**src/hdl/mac_flow_pkg.sv**
```systemverilog
// Package: register map, field layout, reset values and timing for the
// pause flow-control and VLAN tag block.
// Assumes a 32-bit AXI4-Lite register bus and a byte-wide receive stream.
`default_nettype none
package mac_flow_pkg;
    localparam logic [7:0]  PAUSE_FLOW_CONTROL_OFS = 8'h9C;
    localparam logic [7:0]  VLAN_TAG_FIRST_OFS     = 8'hA0;
    localparam logic [7:0]  VLAN_TAG_SECOND_OFS    = 8'hA4;
    localparam logic [7:0]  LINK_MODE_OFS          = 8'hB4;
    localparam logic [7:0]  RX_TAG_STATUS_OFS      = 8'hB8;
    localparam int          FC_BUSY_BIT            = 0;
    localparam int          FC_ENABLE_BIT          = 1;
    localparam int          FC_PASS_BIT            = 2;
    localparam int          FC_TIME_LSB            = 16;
    localparam logic [15:0] PAUSE_TIME_RESET       = 16'h0000;
    localparam logic [15:0] TAG_ID_RESET           = 16'hFFFF;
    localparam logic [10:0] UNTAGGED_MAX_LEN       = 11'd1518;
    localparam logic [10:0] TAGGED_MAX_LEN         = 11'd1522;
    localparam logic [15:0] MAC_CONTROL_TYPE       = 16'h8808;
    localparam logic [15:0] PAUSE_OPCODE           = 16'h0001;
    localparam int          CORE_CLK_MHZ           = 100;
    localparam int          QUANTUM_BITS           = 512;
    localparam int          BIT_NS_100M            = 10;
    localparam int          BIT_NS_10M             = 100;
    localparam int          QUANTUM_CYC_100M       = QUANTUM_BITS * BIT_NS_100M * CORE_CLK_MHZ / 1000;
    localparam int          QUANTUM_CYC_10M        = QUANTUM_BITS * BIT_NS_10M * CORE_CLK_MHZ / 1000;
    localparam int          PAUSE_FRAME_BYTES      = 60;
    localparam int          BYTE_POS_TAG_HI        = 12;
    localparam int          BYTE_POS_TAG_LO        = 13;
    localparam int          BYTE_POS_OPC_LO        = 15;
    localparam int          BYTE_POS_TIME_LO       = 17;

    typedef struct packed {
        logic       valid;
        logic       last;
        logic [7:0] data;
        logic       crcOk;
    } rx_byte_t;

    typedef struct packed {
        logic        done;
        logic        isPause;
        logic        tag1;
        logic        tag2;
        logic        tooLong;
        logic        filterBit;
        logic [15:0] pauseTime;
    } rx_status_t;

    typedef struct packed {
        logic       valid;
        logic       last;
        logic [7:0] data;
    } tx_byte_t;
endpackage
`default_nettype wire

```
**src/hdl/mac_pause_sender.sv**
```systemverilog
// Serialises one PAUSE control frame (header, opcode, pause time, padding).
// Assumes the transmit sink takes a byte on any cycle that txReady is high.
`default_nettype none
module mac_pause_sender
    import mac_flow_pkg::*;
(
    // Clock and reset
    input  wire logic        core_clk,
    input  wire logic        rst_n,
    input  wire logic        clkEn,
    // Control
    input  wire logic        start,
    input  wire logic [15:0] pauseTime,
    output logic             busy,
    output logic             done,
    // Transmit stream
    output tx_byte_t         txOut,
    input  wire logic        txReady
);
    logic [5:0] idx_r;
    logic       busy_r;
    logic [7:0] byteSel;
    wire        step = clkEn && busy_r && txReady;
    wire        last = (idx_r == 6'(PAUSE_FRAME_BYTES - 1));

    // Reserved multicast destination, then type and opcode
    always_comb
    begin
        unique case (idx_r)
            6'd0:    byteSel = 8'h01;
            6'd1:    byteSel = 8'h80;
            6'd2:    byteSel = 8'hC2;
            6'd5:    byteSel = 8'h01;
            6'd12:   byteSel = MAC_CONTROL_TYPE[15:8];
            6'd13:   byteSel = MAC_CONTROL_TYPE[7:0];
            6'd14:   byteSel = PAUSE_OPCODE[15:8];
            6'd15:   byteSel = PAUSE_OPCODE[7:0];
            6'd16:   byteSel = pauseTime[15:8];
            6'd17:   byteSel = pauseTime[7:0];
            default: byteSel = 8'h00;
        endcase
    end

    always_ff @(posedge core_clk or negedge rst_n)
    begin
        if (!rst_n)
        begin
            busy_r <= 1'b0;
            idx_r  <= 6'h00;
        end
        else if (clkEn && start && !busy_r)
        begin
            busy_r <= 1'b1;
            idx_r  <= 6'h00;
        end
        else if (step)
        begin
            idx_r  <= last ? 6'h00 : idx_r + 6'h01;
            busy_r <= !last;
        end
    end

    assign busy        = busy_r;
    assign done        = step && last;
    // One driver for the whole struct
    assign txOut = '{valid: busy_r, last: busy_r && last, data: busy_r ? byteSel : 8'h00};
endmodule
`default_nettype wire

```
**src/hdl/mac_rx_inspect.sv**
```systemverilog
// Watches the receive byte stream: VLAN tag match, length, PAUSE decode.
// Assumes bytes arrive from logic on core_clk, frame start after a last.
`default_nettype none
module mac_rx_inspect
    import mac_flow_pkg::*;
(
    // Clock and reset
    input  wire logic        core_clk,
    input  wire logic        rst_n,
    input  wire logic        clkEn,
    // Settings
    input  wire logic [15:0] tagFirst,
    input  wire logic [15:0] tagSecond,
    // Stream and result
    input  wire rx_byte_t    rxIn,
    output rx_status_t       stat
);
    logic [10:0] cnt_r;
    logic [15:0] tag_r;
    logic [15:0] opc_r;
    logic [15:0] tim_r;
    rx_status_t  stat_r;
    wire         take = clkEn && rxIn.valid;
    wire         t1 = (tag_r == tagFirst);
    wire         t2 = (tag_r == tagSecond);
    wire [10:0]  len = cnt_r + 11'd1;
    wire [10:0]  maxLen = (t1 || t2) ? TAGGED_MAX_LEN : UNTAGGED_MAX_LEN;
    wire         pause = (tag_r == MAC_CONTROL_TYPE) && (opc_r == PAUSE_OPCODE)
                         && rxIn.crcOk && (len >= 11'd64);

    always_ff @(posedge core_clk or negedge rst_n)
    begin
        if (!rst_n)
        begin
            cnt_r  <= 11'h000;
            tag_r  <= 16'h0000;
            opc_r  <= 16'h0000;
            tim_r  <= 16'h0000;
            stat_r <= '0;
        end
        else if (clkEn)
        begin
            stat_r.done <= take && rxIn.last;
            if (take)
            begin
                cnt_r <= rxIn.last ? 11'h000 : (cnt_r == 11'h7FF ? cnt_r : len);
                if (cnt_r <= 11'(BYTE_POS_TAG_LO) && cnt_r >= 11'(BYTE_POS_TAG_HI))
                    tag_r <= {tag_r[7:0], rxIn.data};
                if (cnt_r <= 11'(BYTE_POS_OPC_LO) && cnt_r > 11'(BYTE_POS_TAG_LO))
                    opc_r <= {opc_r[7:0], rxIn.data};
                if (cnt_r <= 11'(BYTE_POS_TIME_LO) && cnt_r > 11'(BYTE_POS_OPC_LO))
                    tim_r <= {tim_r[7:0], rxIn.data};
                if (rxIn.last)
                begin
                    stat_r.isPause   <= pause;
                    stat_r.tag1      <= t1;
                    stat_r.tag2      <= t2;
                    stat_r.tooLong   <= len > maxLen;
                    stat_r.pauseTime <= tim_r;
                end
            end
        end
    end

    assign stat = '{done: stat_r.done, isPause: stat_r.isPause, tag1: stat_r.tag1,
                    tag2: stat_r.tag2, tooLong: stat_r.tooLong, filterBit: 1'b0,
                    pauseTime: stat_r.pauseTime};
endmodule
`default_nettype wire

```
**src/hdl/mac_pause_flow.sv**
```systemverilog
// Top: AXI4-Lite registers, PAUSE generation, PAUSE reception hold-off
// and VLAN tag recognition. Assumes full/half duplex and speed come from
// the link mode register; receive bytes and tx gating on core_clk.
// Contract
// - Busy-bit write starts a PAUSE frame
// - Pause-time field comes from upper half
// - Pass bit drives packet-filter status on pause
// - Every received frame is forwarded
// - Promiscuous filtering overrides pass bit
// - Valid pause holds transmitter time times slot
// - Enable clear: no decode, no pause; tag status register still shows decoded pause
// - Pause send and receive only full duplex
// - First tag identifier match, resets all ones
// - Second tag identifier match, resets all ones
// - Tagged frames allow 1522 bytes
// - Checksum engine uses first tag identifier
`default_nettype none
module mac_pause_flow
    import mac_flow_pkg::*;
(
    // Clock, reset, enable
    input  wire logic        core_clk,
    input  wire logic        rst_n,
    input  wire logic        clkEn,
    // AXI4-Lite slave
    input  wire logic [7:0]  s_axi_awaddr,
    input  wire logic        s_axi_awvalid,
    output logic             s_axi_awready,
    input  wire logic [31:0] s_axi_wdata,
    input  wire logic [3:0]  s_axi_wstrb,
    input  wire logic        s_axi_wvalid,
    output logic             s_axi_wready,
    output logic [1:0]       s_axi_bresp,
    output logic             s_axi_bvalid,
    input  wire logic        s_axi_bready,
    input  wire logic [7:0]  s_axi_araddr,
    input  wire logic        s_axi_arvalid,
    output logic             s_axi_arready,
    output logic [31:0]      s_axi_rdata,
    output logic [1:0]       s_axi_rresp,
    output logic             s_axi_rvalid,
    input  wire logic        s_axi_rready,
    // Receive stream in, forwarded stream and status out
    input  wire rx_byte_t    rxIn,
    output rx_byte_t         rxFwd,
    output rx_status_t       rxStatus,
    input  wire logic        promiscuous,
    // Transmit side, and first tag identifier out
    output tx_byte_t         pauseTx,
    input  wire logic        pauseTxReady,
    output logic             txHold,
    output logic [15:0]      rxVlanProtocol
);
    // Register state
    logic [15:0] pauseTime_r;
    logic        passCtl_r;
    logic        fcEnable_r;
    logic [15:0] tagFirst_r;
    logic [15:0] tagSecond_r;
    logic        fullDuplex_r;
    logic        speed100_r;
    logic [3:0]  lastTag_r;
    // Bus state
    logic        awHave_r;
    logic [7:0]  awAddr_r;
    logic        wHave_r;
    logic [31:0] wData_r;
    logic [3:0]  wStrb_r;
    logic        bValid_r;
    logic [1:0]  bResp_r;
    logic        rValid_r;
    logic [31:0] rData_r;
    logic [1:0]  rResp_r;
    // Hold-off and receive forwarding
    logic [15:0] quanta_r;
    logic [12:0] qCnt_r;
    rx_byte_t    rxFwd_r;
    rx_status_t  rxStatus_r;

    logic        sendBusy;
    logic        sendDone;
    rx_status_t  inspStat;

    function automatic logic [31:0] merge(input logic [31:0] old,
                                          input logic [31:0] nw,
                                          input logic [3:0]  be);
        logic [31:0] res;
        res = old;
        for (int i = 0; i < 4; i++)
            if (be[i])
                res[8*i +: 8] = nw[8*i +: 8];
        return res;
    endfunction

    function automatic logic known(input logic [7:0] a);
        return a == PAUSE_FLOW_CONTROL_OFS || a == VLAN_TAG_FIRST_OFS ||
               a == VLAN_TAG_SECOND_OFS || a == LINK_MODE_OFS || a == RX_TAG_STATUS_OFS;
    endfunction

    // Write path: address and data taken in either order
    assign s_axi_awready = !awHave_r && !bValid_r;
    assign s_axi_wready  = !wHave_r && !bValid_r;
    wire        doWrite  = clkEn && awHave_r && wHave_r && !bValid_r;
    wire [31:0] flowWord = {pauseTime_r, 13'h0000, passCtl_r, fcEnable_r, sendBusy};
    wire [31:0] flowNew  = merge(flowWord, wData_r, wStrb_r);
    wire        wrFlow   = doWrite && awAddr_r == PAUSE_FLOW_CONTROL_OFS;
    // Flow register writes while busy are ignored; software is expected to poll first
    wire        startSend = wrFlow && flowNew[FC_BUSY_BIT] && !sendBusy
                            && fullDuplex_r;

    always_ff @(posedge core_clk or negedge rst_n)
    begin
        if (!rst_n)
        begin
            awHave_r <= 1'b0;
            awAddr_r <= 8'h00;
            wHave_r  <= 1'b0;
            wData_r  <= 32'h0000_0000;
            wStrb_r  <= 4'h0;
            bValid_r <= 1'b0;
            bResp_r  <= 2'b00;
        end
        else if (clkEn)
        begin
            if (s_axi_awvalid && s_axi_awready)
            begin
                awHave_r <= 1'b1;
                awAddr_r <= {s_axi_awaddr[7:2], 2'b00};
            end
            if (s_axi_wvalid && s_axi_wready)
            begin
                wHave_r <= 1'b1;
                wData_r <= s_axi_wdata;
                wStrb_r <= s_axi_wstrb;
            end
            if (doWrite)
            begin
                awHave_r <= 1'b0;
                wHave_r  <= 1'b0;
                bValid_r <= 1'b1;
                bResp_r  <= known(awAddr_r) ? 2'b00 : 2'b10;
            end
            else if (bValid_r && s_axi_bready)
                bValid_r <= 1'b0;
        end
    end

    always_ff @(posedge core_clk or negedge rst_n)
    begin
        if (!rst_n)
        begin
            pauseTime_r  <= PAUSE_TIME_RESET;
            passCtl_r    <= 1'b0;
            fcEnable_r   <= 1'b0;
            tagFirst_r   <= TAG_ID_RESET;
            tagSecond_r  <= TAG_ID_RESET;
            fullDuplex_r <= 1'b0;
            speed100_r   <= 1'b1;
        end
        else if (doWrite && !sendBusy && awAddr_r == PAUSE_FLOW_CONTROL_OFS)
        begin
            pauseTime_r <= flowNew[31:FC_TIME_LSB];
            passCtl_r   <= flowNew[FC_PASS_BIT];
            fcEnable_r  <= flowNew[FC_ENABLE_BIT];
        end
        else if (doWrite && awAddr_r == VLAN_TAG_FIRST_OFS)
            tagFirst_r <= 16'(merge({16'h0000, tagFirst_r}, wData_r, wStrb_r));
        else if (doWrite && awAddr_r == VLAN_TAG_SECOND_OFS)
            tagSecond_r <= 16'(merge({16'h0000, tagSecond_r}, wData_r, wStrb_r));
        else if (doWrite && awAddr_r == LINK_MODE_OFS && wStrb_r[0])
        begin
            fullDuplex_r <= wData_r[0];
            speed100_r   <= wData_r[1];
        end
    end

    // Read path
    assign s_axi_arready = !rValid_r;
    wire [31:0] rdMux =
        (s_axi_araddr[7:2] == PAUSE_FLOW_CONTROL_OFS[7:2]) ? flowWord :
        (s_axi_araddr[7:2] == VLAN_TAG_FIRST_OFS[7:2])     ? {16'h0000, tagFirst_r} :
        (s_axi_araddr[7:2] == VLAN_TAG_SECOND_OFS[7:2])    ? {16'h0000, tagSecond_r} :
        (s_axi_araddr[7:2] == LINK_MODE_OFS[7:2])          ? {30'h0, speed100_r, fullDuplex_r} :
        (s_axi_araddr[7:2] == RX_TAG_STATUS_OFS[7:2])      ? {27'h0, txHold, lastTag_r} :
        32'h0000_0000;

    always_ff @(posedge core_clk or negedge rst_n)
    begin
        if (!rst_n)
        begin
            rValid_r <= 1'b0;
            rData_r  <= 32'h0000_0000;
            rResp_r  <= 2'b00;
        end
        else if (clkEn)
        begin
            if (s_axi_arvalid && s_axi_arready)
            begin
                rValid_r <= 1'b1;
                rData_r  <= rdMux;
                rResp_r  <= known({s_axi_araddr[7:2], 2'b00}) ? 2'b00 : 2'b10;
            end
            else if (rValid_r && s_axi_rready)
                rValid_r <= 1'b0;
        end
    end

    assign s_axi_bvalid = bValid_r;
    assign s_axi_bresp  = bResp_r;
    assign s_axi_rvalid = rValid_r;
    assign s_axi_rdata  = rData_r;
    assign s_axi_rresp  = rResp_r;

    mac_pause_sender u_sender (
        .core_clk  (core_clk),
        .rst_n     (rst_n),
        .clkEn     (clkEn),
        .start     (startSend),
        .pauseTime (pauseTime_r),
        .busy      (sendBusy),
        .done      (sendDone),
        .txOut     (pauseTx),
        .txReady   (pauseTxReady)
    );

    mac_rx_inspect u_inspect (
        .core_clk  (core_clk),
        .rst_n     (rst_n),
        .clkEn     (clkEn),
        .tagFirst  (tagFirst_r),
        .tagSecond (tagSecond_r),
        .rxIn      (rxIn),
        .stat      (inspStat)
    );

    // Hold-off: quanta counted down, each quantum 512 bit times
    wire        pauseSeen = inspStat.isPause && fcEnable_r && fullDuplex_r;
    wire        doPause   = inspStat.done && pauseSeen;
    wire [12:0] qLen      = speed100_r ? 13'(QUANTUM_CYC_100M) : 13'(QUANTUM_CYC_10M);

    always_ff @(posedge core_clk or negedge rst_n)
    begin
        if (!rst_n)
        begin
            quanta_r <= 16'h0000;
            qCnt_r   <= 13'h0000;
        end
        else if (clkEn)
        begin
            if (doPause)
            begin
                quanta_r <= inspStat.pauseTime;
                qCnt_r   <= 13'h0000;
            end
            else if (!fcEnable_r || !fullDuplex_r)
                quanta_r <= 16'h0000;
            else if (quanta_r != 16'h0000)
            begin
                qCnt_r <= (qCnt_r == qLen - 13'h0001) ? 13'h0000 : qCnt_r + 13'h0001;
                if (qCnt_r == qLen - 13'h0001)
                    quanta_r <= quanta_r - 16'h0001;
            end
        end
    end

    assign txHold = quanta_r != 16'h0000;

    // Forward every byte; status after last byte
    always_ff @(posedge core_clk or negedge rst_n)
    begin
        if (!rst_n)
        begin
            rxFwd_r    <= '0;
            rxStatus_r <= '0;
            lastTag_r  <= 4'h0;
        end
        else if (clkEn)
        begin
            rxFwd_r <= rxIn;
            rxStatus_r <= inspStat;
            rxStatus_r.isPause <= pauseSeen;
            // Promiscuous wins, else pass bit marks pause frames
            rxStatus_r.filterBit <= promiscuous ? 1'b1 :
                                    (passCtl_r && pauseSeen);
            if (inspStat.done)
                lastTag_r <= {inspStat.tooLong, inspStat.isPause, inspStat.tag2, inspStat.tag1};
        end
    end

    assign rxFwd          = rxFwd_r;
    assign rxStatus       = rxStatus_r;
    assign rxVlanProtocol = tagFirst_r;

    a_busy_clears: assert property (@(posedge core_clk) disable iff (!rst_n)
        clkEn && sendDone |=> !sendBusy)
        else $error("busy not cleared after pause frame");
    a_busy_sets: assert property (@(posedge core_clk) disable iff (!rst_n)
        clkEn && startSend |=> sendBusy)
        else $error("pause send did not start");
    a_no_hold_off: assert property (@(posedge core_clk) disable iff (!rst_n)
        !fcEnable_r && $past(!fcEnable_r) |-> !txHold)
        else $error("transmitter held while flow control off");
    a_half_no_send: assert property (@(posedge core_clk) disable iff (!rst_n)
        !fullDuplex_r |-> !startSend)
        else $error("pause sent in half duplex");
    a_pause_holds: assert property (@(posedge core_clk) disable iff (!rst_n)
        clkEn && doPause && inspStat.pauseTime != 16'h0000 |=> txHold [*2])
        else $error("hold-off not started");
    a_filter_pass: assert property (@(posedge core_clk) disable iff (!rst_n)
        clkEn && !promiscuous && !passCtl_r && inspStat.isPause |=> !rxStatus.filterBit)
        else $error("filter bit set with pass clear");
    a_promisc_wins: assert property (@(posedge core_clk) disable iff (!rst_n)
        clkEn && promiscuous |=> rxStatus.filterBit)
        else $error("promiscuous did not win");
    a_fwd_data: assert property (@(posedge core_clk) disable iff (!rst_n)
        clkEn && rxIn.valid |=> rxFwd.valid && rxFwd.data == $past(rxIn.data))
        else $error("byte not forwarded");
    a_tag_reset: assert property (@(posedge core_clk)
        $rose(rst_n) |-> tagFirst_r == TAG_ID_RESET && tagSecond_r == TAG_ID_RESET)
        else $error("tag identifiers not all ones");
    c_pause_sent: cover property (@(posedge core_clk) sendDone);
    c_pause_rx: cover property (@(posedge core_clk) doPause);
    c_tagged: cover property (@(posedge core_clk) inspStat.done && inspStat.tag1);
endmodule
`default_nettype wire

```
**config.mk**
```make
export PLATFORM = sky130hd
export DESIGN_NAME = mac_pause_flow
export DESIGN_NICKNAME = d
export VERILOG_FILES = /design/src/hdl/mac_flow_pkg.sv /design/src/hdl/mac_pause_sender.sv /design/src/hdl/mac_rx_inspect.sv /design/src/hdl/mac_pause_flow.sv
export SDC_FILE = /design/constraint.sdc
export NUM_CORES = 1
export LEC_CHECK = 0
export BUFFER_PORTS_ARGS = -buffer_cell sky130_fd_sc_hd__buf_2
export CAP_MARGIN = 20
export CORE_UTILIZATION = 55
export CTS_BUF_LIST = sky130_fd_sc_hd__clkbuf_4
export CTS_CLUSTER_DIAMETER = 100
export CTS_CLUSTER_SIZE = 24
export DETAILED_ROUTE_END_ITERATION = 12
export PLACE_DENSITY = 0.85
export SYNTH_ARGS = -nofsm -noshare
export SYNTH_HDL_FRONTEND = slang
export SYNTH_SLANG_ARGS = --single-unit
```
**constraint.sdc**
```tcl
create_clock -name core_clk -period 3 [get_ports core_clk]
set_input_delay 0.6 -clock core_clk [delete_from_list [all_inputs] [get_ports core_clk]]
set_output_delay 0.6 -clock core_clk [all_outputs]
set_load 0.05 [all_outputs]
```
==> results.cfg <==
[outcome]
outcome = finished, violations left
violations = negative setup slack

[routing]
drtPass1Iterations = 5
drc_errors = 0
drt_iter0_drc = 786
viasPerCell = 6.059
wl_met3_um = 2382
wl_per_cell_um = 19.88
wl_um = 32290
vias = 9840
routed.top_layer = met4
met2_wirelength_um = 14940
ant_nets = 0
wl_met1_um = 13900

[timing]
setup_viol = 8
grt_setup_unrepaired = yes
max_freq_mhz = 312.3
hold_viol = 0
tightest_slew_ps = 754.1
min_period_ps = 3202
finClkSkew_ps = 28.91
worst_slack_ps = -201.6
slew_headroom_pct = 49.61
drv_slew = 0
finalCritPeriodShare_pct = 106.7

[global_route]
grt-ovfl-total = 0
antenna_found_initial = 3
grt_max_degree = 83
grt_usage_pct = 26.73
grt_pass1_vias = 9535
grt_pass1_wl_um = 51070

[power]
p_per_area_nw_per_um2 = 586.0
p_leak_nw = 7.118
peakVddDrop_mv = 0.3535

[setup_path]
start_kind = register
rr_worst_depth = 7
cp_cell_sequence = ha_4 -> mux2_2 -> a22oi_2 -> nor3_2 -> o31ai_1 -> buf_4 -> a21oi_1 -> buf_4
critPathCaptureType = primary output
crit_path_top_delay_cell = dfrtp_2
crit_required_ps = 2400
worstSetupPathType = register to primary output
crit_path_frequent_cell = buf_4
cp.arrival_ps = 2600
slowest_delay_ps = 530
path_max_fanout = 8

[die]
fp.dieArea_sq_um = 24490
start_util_pct = 55.93
fp-row-count = 56
die-width_um = 156.5
core_sq_um = 23470
fp.dieH_um = 156.5
ioPinCount = 174

[clock_tree]
cts_root_buf = clkbuf_4
cts_buffer_depth = 3
insertion_delay_ps = 680
clock-sinks = 285
cts_made_buffers = 15
htree_levels = 1
cts_tree = done
path_clk_slew_ps = 250

[cells_and_area]
utilization_pct = 63.15
syn2layout_area_growth_pct = 12.90
drive_gt1_share_pct = 37.71
final_area_sq_um = 14820
nets = 1379

[worst_hold_path]
hold_depth = 2
min_path_type = primary input to register

[logic_synthesis]
async_flop_share_pct = 100.0
synth-warning-count = 0
synth_top_area_share_pct = 48.03
ys.flop_type = dfrtp_1
synth_cells = 1128
syn-cell-area_sq_um = 13130
synth.area.top_cells = dfrtp_1 48%, mux2_2 16%, dfstp_2 6.6%, nand2_1 2.8%, o21ai_0 2.7%
ys_ff_latch = 285
synth_edf_count = 0
yosysTopAreaCell = dfrtp_1
avgSynthCellArea_sq_um = 11.64
yosysSeqAreaShare_pct = 54.64
yosysUniqueCellTypes = 72

[placed_design]
portBuffers = 167
place_area_sq_um = 14420
gp_congestion = 0.8751
dpl.hpwl_um = 23040

[run]
drv_cap = 0
[cell usage in the layout (no fill, tap or decap), types with 9 or more instances in the layout]
cell type | synthesis | layout
a21o_1 | 10 | 10
a21oi_1 | 26 | 26
a22oi_1 | 22 | 21
buf_2 | 3 | 158
buf_4 | 3 | 37
clkbuf_4 | 0 | 25
dfrtp_1 | 252 | 247
dfstp_2 | 33 | 33
ha_1 | 12 | 9
inv_1 | 26 | 25
mux2_2 | 191 | 191
nand2_1 | 97 | 97
nand3_1 | 30 | 29
nand4_1 | 16 | 16
nor2_1 | 41 | 40
nor3_1 | 29 | 26
nor4_1 | 29 | 27
o21ai_0 | 72 | 71
or3_1 | 9 | 9
xor2_1 | 36 | 36
[registers in the layout, indices dropped and copies added, names as in the netlist, 11 cells and up]
name,cells
s_axi_rdata,32
wData_r,32
rxStatus,22
u_inspect.stat,21
pauseTime_r,16
quanta_r,16
rxVlanProtocol,16
tagSecond_r,16
u_inspect.opc_r,16
u_inspect.tag_r,16
u_inspect.tim_r,16
qCnt_r,13
rxFwd,11
u_inspect.cnt_r,11
[power breakdown]
group,internal [mW],switching [mW],total [mW]
combinational,0.820,1.26,2.08
sequential,4.52,0.607,5.12
clock,0.361,1.12,1.48
total,5.70,2.99,8.69
[cell type report]
class | count | area [sq um]
multi-input cells | 757 | 5687
clock buffers | 24 | 180.2
inverters | 26 | 97.59
fillers | 1799 | 8650
repair buffers | 209 | 1269
diodes | 3 | 7.507
flip-flops and latches | 285 | 7179
well taps | 319 | 399.1
clock inverters | 1 | 3.754
[timing repair]
action / 4_1_cts / 5_1_grt
endpoints found under the hold margin: 60 / 0
setup endpoints to repair: 9 / 10
hold buffers: 1 / 0
setup buffers: 9 / 2
pin swaps: 2 / 0
resized for setup: 28 / 7
[final timing paths]
check / start / to / slack (ps)
setup / recovery: u_sender.idx_r[0] / pauseTx[6] / -200
hold / removal: rxIn[9] / u_inspect.cnt_r[10] / 130
setup reg to reg: quanta_r[0] / quanta_r[8] / 120
hold reg to reg: s_axi_rdata[6] / s_axi_rdata[6] / 500
max in group asynchronous: rst_n / u_sender.idx_r[1] / 1630
min in group asynchronous: rst_n / rxStatus[4] / 440
[metal layers]
layer,global-route usage (%),vias to the layer above
met1,37.76,4935
li1,-,4440
met5,0,-
met3,4.680,75
met2,41.82,390
met4,9.150,0
[worst max-delay path: cells and delay by family (launching register included)]
family | cells | cell delay, ps
buf+inv | 2 | 410
simple gates | 1 | 70
flops | 1 | 530
mux | 1 | 270
fa+ha+maj | 1 | 200
compound gates | 3 | 440
[cell usage after synthesis, types with 4 or more instances]
| library cell | instances |
|---|---|
| dfrtp_1 | 252 |
| mux2_2 | 191 |
| nand2_1 | 97 |
| o21ai_0 | 72 |
| clkbuf_1 | 45 |
| nor2_1 | 41 |
| xor2_1 | 36 |
| dfstp_2 | 33 |
| nand3_1 | 30 |
| nor3_1 | 29 |
| nor4_1 | 29 |
| a21oi_1 | 26 |
| inv_1 | 26 |
| a22oi_1 | 22 |
| nand4_1 | 16 |
| ha_1 | 12 |
| a21o_1 | 10 |
| buf_1 | 9 |
| or3_1 | 9 |
| a31oi_1 | 7 |
| o211ai_1 | 7 |
| o31ai_1 | 7 |
| and3_1 | 6 |
| o21ai_1 | 6 |
| xnor2_1 | 6 |
| a31o_2 | 5 |
| or4_1 | 5 |
| a211oi_1 | 4 |
| a221oi_1 | 4 |
| a22o_1 | 4 |
| and3b_1 | 4 |
| nand3b_1 | 4 |
| nor3b_1 | 4 |
| nor4b_1 | 4 |
| o22ai_1 | 4 |
| o41ai_1 | 4 |
[logic make-up after synthesis]
kind of cell               share of synthesized area [%]
DFF                                                54.64
AOI/OAI and AO/OA                                  10.47
buffers and inverters                              2.659
muxes                                              16.46
adders and majority gates                          1.144
xor gates and xnor gates                           2.802
other                                            0.02856
and+or+nand+nor                                    11.80
[metrics by stage]
step	TNS (ps)	worst slack (ps)	power, mW	instances	hold slack, ps
6_report	-1373	-201.6	8.687	1624	125.6
5_1_grt	-2342	-314.2	9.069	1624	76.76
4_1_cts	-1350	-191.2	8.702	1618	84.10
3_5_place_dp	0	173.2	7.261	1583	466.2
3_3_place_gp	0	210.3	7.139	1583	460.2
2_1_floorplan	0	7.681	6.484	1129	304.4
Note: power is estimated with default switching activity, not from simulation.
